--- src/core/apsc_map.svh ---
`ifndef APSC_MAP_SVH
`define APSC_MAP_SVH

// ==========================================================================
// Register indices; byte address is four times the index.
`define APSC_IDX_RENEW 8'h62
`define APSC_IDX_STATUS 8'h64
`define APSC_IDX_TURN 8'h66
`define APSC_IDX_SINGLE 8'h68
`define APSC_IDX_FTIME 8'h6a
`define APSC_IDX_LOWER 8'h6c
`define APSC_IDX_UPPER 8'h6e
`define APSC_IDX_UNITSEL 8'h70
`define APSC_IDX_IRQSTAT 8'h71
`define APSC_IDX_IRQMASK 8'h72
`define APSC_IDX_FILTOUT 8'h73

// ==========================================================================
// Command values, field positions and widths.
`define APSC_RENEW_REFRESH 16'h0001
`define APSC_RENEW_CLEAR 16'h0002
`define APSC_UNIT_BIT 1
`define APSC_UNIT_USER 1'h1
`define APSC_FTIME_W 4
`define APSC_STATUS_W 5
`define APSC_IRQ_W 4
`define APSC_IRQ_RENEW 0
`define APSC_IRQ_FILT 1
`define APSC_IRQ_LOST 2
`define APSC_IRQ_BATT 3
`define APSC_ADDR_LSB 2'h0
`define APSC_ZERO32 32'h0000_0000

// ==========================================================================
// Timing: filter unit is one millisecond, clock period 25 ns.
`define APSC_MS_NS 1000000
`define APSC_CLK_NS 25

`endif

--- src/core/apsc_pkg.sv ---
package apsc_pkg;

  // Range-compare filter states.
  typedef enum logic [1:0] {
    FLT_PASS,
    FLT_COUNT,
    FLT_OPEN
  } apsc_flt_t;

  // APB request from the master.
  typedef struct packed {
    logic psel;
    logic penable;
    logic pwrite;
    logic [9:0] paddr;
    logic [31:0] pwdata;
  } apsc_apb_req_t;

  // APB answer to the master.
  typedef struct packed {
    logic [31:0] prdata;
    logic pready;
    logic pslverr;
  } apsc_apb_rsp_t;

  // Live encoder and position data from the drive core.
  typedef struct packed {
    logic absLost;
    logic battLow;
    logic turnOvf;
    logic puuOvf;
    logic coordUnset;
    logic [15:0] turns;
    logic [31:0] pulse;
    logic [31:0] userPos;
  } apsc_enc_t;

  // Pulses toward the position loop.
  typedef struct packed {
    logic posErrClear;
    logic loadTarget;
  } apsc_cmd_t;

  // All state of the block.
  typedef struct packed {
    apsc_apb_rsp_t rsp;
    apsc_cmd_t cmd;
    logic irq;
    logic [4:0] status;
    logic [15:0] turn;
    logic [31:0] single;
    logic [3:0] ftime;
    logic [31:0] lower;
    logic [31:0] upper;
    logic unitUser;
    logic [3:0] irqStat;
    logic [3:0] irqMask;
    apsc_flt_t flt;
    logic [31:0] msCnt;
    logic [3:0] msDone;
    logic [31:0] filtOut;
    logic prevLost;
    logic prevBatt;
  } apsc_state_t;

endpackage : apsc_pkg

--- src/core/apsc_top.sv ---
`timescale 1ns/100ps
`include "apsc_map.svh"

module apsc_top #(
  parameter int MS_CYCLES = `APSC_MS_NS / `APSC_CLK_NS
) (
  input wire logic clk,
  input wire logic rst_n,
  input wire logic ce,
  input wire apsc_pkg::apsc_apb_req_t apbReq,
  output apsc_pkg::apsc_apb_rsp_t apbRsp,
  input wire apsc_pkg::apsc_enc_t enc,
  input wire logic [31:0] monVar,
  output logic [31:0] filtOut,
  output apsc_pkg::apsc_cmd_t cmd,
  output logic irq
);
  import apsc_pkg::*;

  // ========================================================================
  // Decode helpers.

  // True for every index that answers on the bus.
  function automatic logic regMapped(input logic [7:0] idx);
    logic hit;
    hit = 1'b0;
    if (idx == `APSC_IDX_RENEW) begin
      hit = 1'b1;
    end else if (idx == `APSC_IDX_STATUS) begin
      hit = 1'b1;
    end else if (idx == `APSC_IDX_TURN) begin
      hit = 1'b1;
    end else if (idx == `APSC_IDX_SINGLE) begin
      hit = 1'b1;
    end else if (idx == `APSC_IDX_FTIME) begin
      hit = 1'b1;
    end else if (idx == `APSC_IDX_LOWER) begin
      hit = 1'b1;
    end else if (idx == `APSC_IDX_UPPER) begin
      hit = 1'b1;
    end else if (idx == `APSC_IDX_UNITSEL) begin
      hit = 1'b1;
    end else if (idx == `APSC_IDX_IRQSTAT) begin
      hit = 1'b1;
    end else if (idx == `APSC_IDX_IRQMASK) begin
      hit = 1'b1;
    end else if (idx == `APSC_IDX_FILTOUT) begin
      hit = 1'b1;
    end
    return hit;
  endfunction : regMapped

  // Read value of one register; narrow registers zero-fill the top bits, except TURN, which sign-extends bit 15 in pulse units and is zero in user units.
  function automatic logic [31:0] readReg(input logic [7:0] idx,
                                          input apsc_state_t s);
    logic [31:0] v;
    v = `APSC_ZERO32;
    if (idx == `APSC_IDX_STATUS) begin
      v = {27'h0000000, s.status};
    end else if (idx == `APSC_IDX_TURN) begin
      if (s.unitUser == `APSC_UNIT_USER) begin
        v = `APSC_ZERO32;
      end else begin
        v = {{16{s.turn[15]}}, s.turn};
      end
    end else if (idx == `APSC_IDX_SINGLE) begin
      v = s.single;
    end else if (idx == `APSC_IDX_FTIME) begin
      v = {28'h0000000, s.ftime};
    end else if (idx == `APSC_IDX_LOWER) begin
      v = s.lower;
    end else if (idx == `APSC_IDX_UPPER) begin
      v = s.upper;
    end else if (idx == `APSC_IDX_UNITSEL) begin
      v = {30'h00000000, s.unitUser, 1'b0};
    end else if (idx == `APSC_IDX_IRQSTAT) begin
      v = {28'h0000000, s.irqStat};
    end else if (idx == `APSC_IDX_IRQMASK) begin
      v = {28'h0000000, s.irqMask};
    end else if (idx == `APSC_IDX_FILTOUT) begin
      v = s.filtOut;
    end
    return v;
  endfunction : readReg

  // Signed inclusive window test; an inverted window never matches.
  function automatic logic inRange(input logic [31:0] v,
                                   input logic [31:0] lo,
                                   input logic [31:0] hi);
    return ($signed(v) >= $signed(lo)) && ($signed(v) <= $signed(hi));
  endfunction : inRange

  // ========================================================================
  // Reset release.

  logic [1:0] rstPipe;
  logic rstSync_n;

  // The reset asserts at once and is released through two flip-flops.
  always_ff @(posedge clk or negedge rst_n) begin
    if (!rst_n) begin
      rstPipe <= 2'h0;
    end else begin
      rstPipe <= {rstPipe[0], 1'b1};
    end
  end

  assign rstSync_n = rstPipe[1];

  // ========================================================================
  // Bus phase decode.

  // Declared here because the bus decode reads the registered pready.
  apsc_state_t st_reg;
  apsc_state_t st_next;
  logic [7:0] busIdx;
  logic busOk;
  logic setupPh;
  logic accessPh;
  logic wrHit;
  logic [15:0] wrLow;
  logic [31:0] msLast;

  assign busIdx = apbReq.paddr[9:2];
  assign busOk = regMapped(busIdx) && (apbReq.paddr[1:0] == `APSC_ADDR_LSB);
  assign setupPh = apbReq.psel && !apbReq.penable;
  // Completion is the edge where our own pready is seen high.
  assign accessPh = apbReq.psel && apbReq.penable && st_reg.rsp.pready;
  assign wrHit = accessPh && apbReq.pwrite && busOk;
  assign wrLow = apbReq.pwdata[15:0];
  assign msLast = 32'(MS_CYCLES - 1);

  // ========================================================================
  // State.

  logic [3:0] irqEv;
  logic [3:0] irqClr;
  logic inWin;
  logic renewHit;

  assign inWin = inRange(monVar, st_reg.lower, st_reg.upper);
  assign renewHit = wrHit && (busIdx == `APSC_IDX_RENEW) &&
                    ((wrLow == `APSC_RENEW_REFRESH) ||
                     (wrLow == `APSC_RENEW_CLEAR));

  // Next-state logic for the whole block.
  always_comb begin
    st_next = st_reg;
    st_next.cmd = '0;
    irqEv = 4'h0;
    irqClr = 4'h0;

    // Status flags follow the drive core every cycle.
    st_next.status[0] = enc.absLost;
    st_next.status[1] = enc.battLow;
    st_next.status[2] = enc.turnOvf;
    st_next.status[3] = enc.puuOvf;
    st_next.status[4] = enc.coordUnset;
    st_next.prevLost = enc.absLost;
    st_next.prevBatt = enc.battLow;
    irqEv[`APSC_IRQ_LOST] = enc.absLost && !st_reg.prevLost;
    irqEv[`APSC_IRQ_BATT] = enc.battLow && !st_reg.prevBatt;

    // The answer is prepared in the setup cycle so that it leaves a flop.
    if (setupPh) begin
      st_next.rsp.prdata = busOk ? readReg(busIdx, st_reg) : `APSC_ZERO32;
      st_next.rsp.pslverr = !busOk;
      st_next.rsp.pready = 1'b1;
    end else if (accessPh) begin
      st_next.rsp.pready = 1'b0;
      st_next.rsp.pslverr = 1'b0;
    end

    // Register writes take effect at the completing edge only.
    if (wrHit) begin
      if (busIdx == `APSC_IDX_FTIME) begin
        st_next.ftime = apbReq.pwdata[`APSC_FTIME_W-1:0];
      end else if (busIdx == `APSC_IDX_LOWER) begin
        st_next.lower = apbReq.pwdata;
      end else if (busIdx == `APSC_IDX_UPPER) begin
        st_next.upper = apbReq.pwdata;
      end else if (busIdx == `APSC_IDX_UNITSEL) begin
        st_next.unitUser = apbReq.pwdata[`APSC_UNIT_BIT];
      end else if (busIdx == `APSC_IDX_IRQSTAT) begin
        irqClr = apbReq.pwdata[`APSC_IRQ_W-1:0];
      end else if (busIdx == `APSC_IDX_IRQMASK) begin
        st_next.irqMask = apbReq.pwdata[`APSC_IRQ_W-1:0];
      end
    end

    // Renew snapshots encoder data; value 2 also resets the position loop.
    if (renewHit) begin
      st_next.turn = enc.turns;
      if (st_reg.unitUser == `APSC_UNIT_USER) begin
        st_next.single = enc.userPos;
      end else begin
        st_next.single = enc.pulse;
      end
      irqEv[`APSC_IRQ_RENEW] = 1'b1;
      if (wrLow == `APSC_RENEW_CLEAR) begin
        st_next.cmd.posErrClear = 1'b1;
        st_next.cmd.loadTarget = 1'b1;
      end
    end

    // Range-compare filter; outside the window and once released, the output lags the input by one cycle.
    case (st_reg.flt)
      FLT_PASS: begin
        if (inWin) begin
          st_next.msCnt = `APSC_ZERO32;
          st_next.msDone = 4'h0;
          if (st_reg.ftime == 4'h0) begin
            st_next.flt = FLT_OPEN;
            st_next.filtOut = monVar;
          end else begin
            st_next.flt = FLT_COUNT;
          end
        end else begin
          st_next.filtOut = monVar;
        end
      end
      FLT_COUNT: begin
        if (!inWin) begin
          st_next.flt = FLT_PASS;
          st_next.filtOut = monVar;
        end else if (st_reg.msCnt == msLast) begin
          st_next.msCnt = `APSC_ZERO32;
          st_next.msDone = st_reg.msDone + 4'h1;
          if ((st_reg.msDone + 4'h1) >= st_reg.ftime) begin
            st_next.flt = FLT_OPEN;
            st_next.filtOut = monVar;
            irqEv[`APSC_IRQ_FILT] = 1'b1;
          end
        end else begin
          st_next.msCnt = st_reg.msCnt + 32'h0000_0001;
        end
      end
      FLT_OPEN: begin
        st_next.filtOut = monVar;
        if (!inWin) begin
          st_next.flt = FLT_PASS;
        end
      end
      default: begin
        st_next.flt = FLT_PASS;
      end
    endcase

    // Sticky events: a set in the clearing cycle wins over the clear.
    st_next.irqStat = (st_reg.irqStat & ~irqClr) | irqEv;
    st_next.irq = |(st_next.irqStat & st_next.irqMask);
  end

  // One register for all state; clock enable low freezes this register, while the reset release keeps running.
  always_ff @(posedge clk or negedge rstSync_n) begin
    if (!rstSync_n) begin
      st_reg <= '0;
    end else if (ce) begin
      st_reg <= st_next;
    end
  end

  // ========================================================================
  // Outputs, each taken straight from the state register.

  assign apbRsp = st_reg.rsp;
  assign filtOut = st_reg.filtOut;
  assign cmd = st_reg.cmd;
  assign irq = st_reg.irq;

endmodule : apsc_top

--- config.mk ---
export PLATFORM = sky130hd
export DESIGN_NAME = apsc_top
export DESIGN_NICKNAME = d
export VERILOG_FILES = /design/src/core/apsc_pkg.sv /design/src/core/apsc_top.sv
export VERILOG_INCLUDE_DIRS = /design/src /design/src/core
export SDC_FILE = /design/constraint.sdc
export NUM_CORES = 1
export LEC_CHECK = 0
export ABC_AREA = 1
export BUFFER_PORTS_ARGS = -buffer_cell sky130_fd_sc_hd__buf_4
export CAP_MARGIN = 20
export CORE_ASPECT_RATIO = 0.9
export CORE_MARGIN = 3
export CORE_UTILIZATION = 28
export DETAILED_ROUTE_END_ITERATION = 8
export PLACE_DENSITY = 0.59
export SLEW_MARGIN = 20
export SYNTH_ARGS = -nofsm -noshare
export SYNTH_HDL_FRONTEND = slang
export SYNTH_SLANG_ARGS = --single-unit
--- constraint.sdc ---
create_clock -name clk -period 6.9 [get_ports clk]
set_clock_uncertainty 0.15 [all_clocks]
set_input_delay 0.345 -clock clk [delete_from_list [all_inputs] [get_ports clk]]
set_output_delay 0.345 -clock clk [all_outputs]
set_load 0.005 [all_outputs]
==> impl_metrics.env <==
export IMPL_setup_slack_ns=2.602
export IMPL_reg2reg_slack_ns=2.60
export IMPL_cp_required_ns=7.20
export IMPL_ctsResizeCount=0
export IMPL_maxSlewViolCount=0
export IMPL_cp_arrival_ns=4.60
export IMPL_pre_cts_ws_ns=2.590
export IMPL_first_global_vias=13110
export IMPL_yosysWarningCount=0
export IMPL_root_buffer="clkbuf_16"
export IMPL_largest_register_ff_count=168
export IMPL_combPwrFrac_pct=13.4
export IMPL_max_slew_margin_pct=26.08
export IMPL_first_pass_iters=7
export IMPL_chipWidth_um=242.7
export IMPL_ios=234
export IMPL_setup_tns_final_ns=0
export IMPL_rsz0062_at_grt="false"
export IMPL_holdPathStages=3
export IMPL_clockPowerShare_pct=45.8
export IMPL_post_route_period_util_pct=62.29
export IMPL_startpoint="st_reg[144]"
export IMPL_clockBufferDepth=3
export IMPL_final_nets=2323
export IMPL_avgViaCountPerCell=4.741
export IMPL_drcViolationCount=0
export IMPL_p_leak_nw=8.918
export IMPL_initial_core_util_pct=28.52
export IMPL_timing_rr_start="st_reg[144]"
export IMPL_powerDensity_nw_per_um2=199.4
export IMPL_cts_tree="done"
export IMPL_crit_fanout=32
export IMPL_overflow=0
export IMPL_antenna_found_initial=4
export IMPL_core_area_um2=49520
export IMPL_p_switching_mw=0.9686
export IMPL_grt_pass1_wl_um=77800
export IMPL_cts_max_level=1
export IMPL_switching_share_pct=26.09
export IMPL_n_fill_cell=5121
export IMPL_gp_congestion=0.9109
export IMPL_ir_drop_uv=164.8
export IMPL_async_flop_share_pct=100.0
export IMPL_dp_hpwl_um=37220
export IMPL_synth_cell_types=49
export IMPL_wirelength_um=50160
export IMPL_period_minus_slack_ns=4.298
export IMPL_syn_avg_cell_area_um2=7.858
export IMPL_cpMostUsedCell="nand2_1"
export IMPL_synth_flop_cell="dfrtp_1"
export IMPL_drv_cap=0
export IMPL_drt_initial_drc_count=1099
export IMPL_cts_sinks=238
export IMPL_ys_seq_area_share_pct=42.18
export IMPL_path_clk_slew_ns=0.06
export IMPL_crit_cells=16
export IMPL_synthesis_nets=2032
export IMPL_path_class="reg -> reg"
export IMPL_setup_viol=0
export IMPL_p_int_mw=2.744
export IMPL_rows=77
export IMPL_ant_nets=0
export IMPL_crit_slowest_cell="inv_1"
export IMPL_path_delay_family="simple AND/OR/NAND/NOR gates"
export IMPL_r2r_cells=16
export IMPL_hold_path_class="in -> reg"
export IMPL_synth_seq_cells=238
export IMPL_finalHoldViolations=0
export IMPL_drt_wirelength_per_cell_um=18.02
export IMPL_cp_endpoint="filtOut[24]"
export IMPL_worstMarginPinSlew_ns=1.108
export IMPL_end_kind="flip-flop"
export IMPL_area_growth_pct=31.88
export IMPL_drive_gt1_share_pct=15.96
export IMPL_die_area_um2=53170
export IMPL_power_frac_seq_pct=40.9
export IMPL_cp_start_kind="flip-flop"
export IMPL_die_h_um=219.0
export IMPL_path_buf_inv=3
export IMPL_synth_edf_count=0
export IMPL_timing_hold_ws_ns=0.06041
export IMPL_max_stage_delay_ns=0.80
export IMPL_final_util_pct=37.61
export IMPL_cts_buffers=29
export IMPL_status="completed"
export IMPL_grt_max_degree=108
export IMPL_postSynthCellCount=1797
export IMPL_synth_area_um2=14120
export IMPL_clkLatencyLatePin_ns=0.59
export IMPL_post_cts_buffers=0
export IMPL_fmax_mhz=232.7
export IMPL_vias=13200
export IMPL_grt_use_total_pct=18.60
export IMPL_io_buffers=233
export IMPL_reg2reg_to="filtOut[24]"
export IMPL_cp_cell_sequence="inv_1 > ha_1 > a21oi_1 > o21a_1 > nand2_1 > a21oi_1 > nand2_1 > nand2_1 > nand3_1 > nand3_1 > nand2_1 > inv_1 > nand2_1 > buf_4 > nand2_1 > nand2_1"
## kinds of logic (layout without fill, tap and decap cells)
logic type | count (synthesis) | after routing | synth area share, %
simple gates | 766 | 766 | 22.68
compound gates | 318 | 318 | 12.84
other cells | 1 | 3 | 0.02656
buf+inv | 333 | 647 | 10.93
flops | 238 | 238 | 42.18
fa+ha+maj | 70 | 70 | 6.202
mux | 47 | 47 | 3.651
xor+xnor | 24 | 24 | 1.489
## placed cells by master, fill, tap and decap left out, types with 4 or more instances in the layout
master and instances:
buf_4 243, dfrtp_1 236, nor3_1 29, nor2_1 114, o21ai_0 83, bufinv_16 5
clkbuf_16 29, inv_2 5, nor4_1 10, nor2_2 4, mux2i_1 32, nand2_1 498
a2111oi_0 16, inv_1 190, mux2_2 8, a31oi_1 5, mux2_4 7, o221ai_1 11
clkinv_2 5, clkbuf_8 9, a21o_1 4, o31ai_1 11, ha_1 70, nand3_1 67
o21ai_1 102, o21a_1 5, dlygate4sd3_1 151, nand4_1 30, a211oi_1 11, a21oi_1 59
xor2_1 23
## repair_timing
action | 4_1_cts | 5_1_grt
hold buffers | 151 | 0
endpoints found under the hold margin | 155 | 0
endpoints found under the setup margin | 0 | 0
## worst min path at each step
stage,start,slack (ns),endpoint
floorplan,rst_n,-0.10,rstPipe[0]
global placement,rst_n,-0.02,rstPipe[0]
detailed placement,rst_n,-0.02,rstPipe[0]
CTS,ce,0.05,st_reg[198]
global route,ce,0.08,st_reg[200]
finish,ce,0.06,st_reg[198]
## metal layers
metal / vias to the layer above / wire length, um / track usage [%]
li1: 6446 / - / -
met1: 6221 / 23730 / 26.69
met2: 455 / 21280 / 28.31
met3: 72 / 3991 / 4.520
met4: 4 / 1131 / 4.182
met5: - / 21 / 0
## cells in the mapped netlist (11+ instances only)
cell,number,area [um2]
nor2_1,115,431.7
ha_1,70,875.8
a211oi_1,11,82.58
mux2i_1,32,320.3
nand3_1,67,335.3
o21ai_0,83,415.4
o221ai_1,11,96.34
a2111oi_0,16,140.1
xor2_1,23,201.4
buf_4,73,548.0
o31ai_1,11,82.58
nor3_1,29,145.1
dfrtp_1,238,5956
o21ai_1,102,510.5
inv_1,190,713.2
nand2_1,499,1873
nand4_1,30,187.7
nor4_1,11,68.82
a21oi_1,59,295.3
clkbuf_1,48,180.2
## power groups by stage
stage / Clock [mW] / Sequential (mW) / Combinational (mW)
2_1_floorplan: 0 / 1.54 / 0.237
3_3_place_gp: 0 / 1.54 / 0.416
3_5_place_dp: 0 / 1.54 / 0.423
4_1_cts: 1.73 / 1.52 / 0.496
5_1_grt: 1.79 / 1.53 / 0.558
6_report: 1.70 / 1.52 / 0.496
## cell type report
| type | count | area [um2] | share of cell area (%) |
|---|---|---|---|
| multi-input combinational | 1226 | 6638 | 35.64 |
| sequential | 238 | 5961 | 32.01 |
| timing repair buffer | 395 | 3356 | 18.02 |
| clock buffer | 40 | 857.1 | 4.602 |
| tap | 671 | 839.6 | 4.508 |
| inverter | 198 | 744.5 | 3.998 |
| clock inverter | 14 | 222.7 | 1.196 |
| antenna | 2 | 5.005 | 0.02687 |
## worst register-to-register path: stages (launching register included)
cell and delay (ns):
dfrtp_1 0.38, inv_1 0.15, ha_1 0.31, a21oi_1 0.16
o21a_1 0.13, nand2_1 0.05, a21oi_1 0.21, nand2_1 0.08
nand2_1 0.06, nand3_1 0.21, nand3_1 0.14, nand2_1 0.06
inv_1 0.80, nand2_1 0.72, buf_4 0.43, nand2_1 0.10
nand2_1 0.05
## stage by stage
stage / instance area [um2] / std cells / total power, mW
floorplan: 14120 / 1797 / 1.773
global placement: 16010 / 2577 / 1.957
detailed placement: 16020 / 2577 / 1.965
CTS: 18610 / 2782 / 3.747
global route: 18620 / 2782 / 3.877
finish: 18620 / 2784 / 3.713
(Power assumes the default switching activity.)
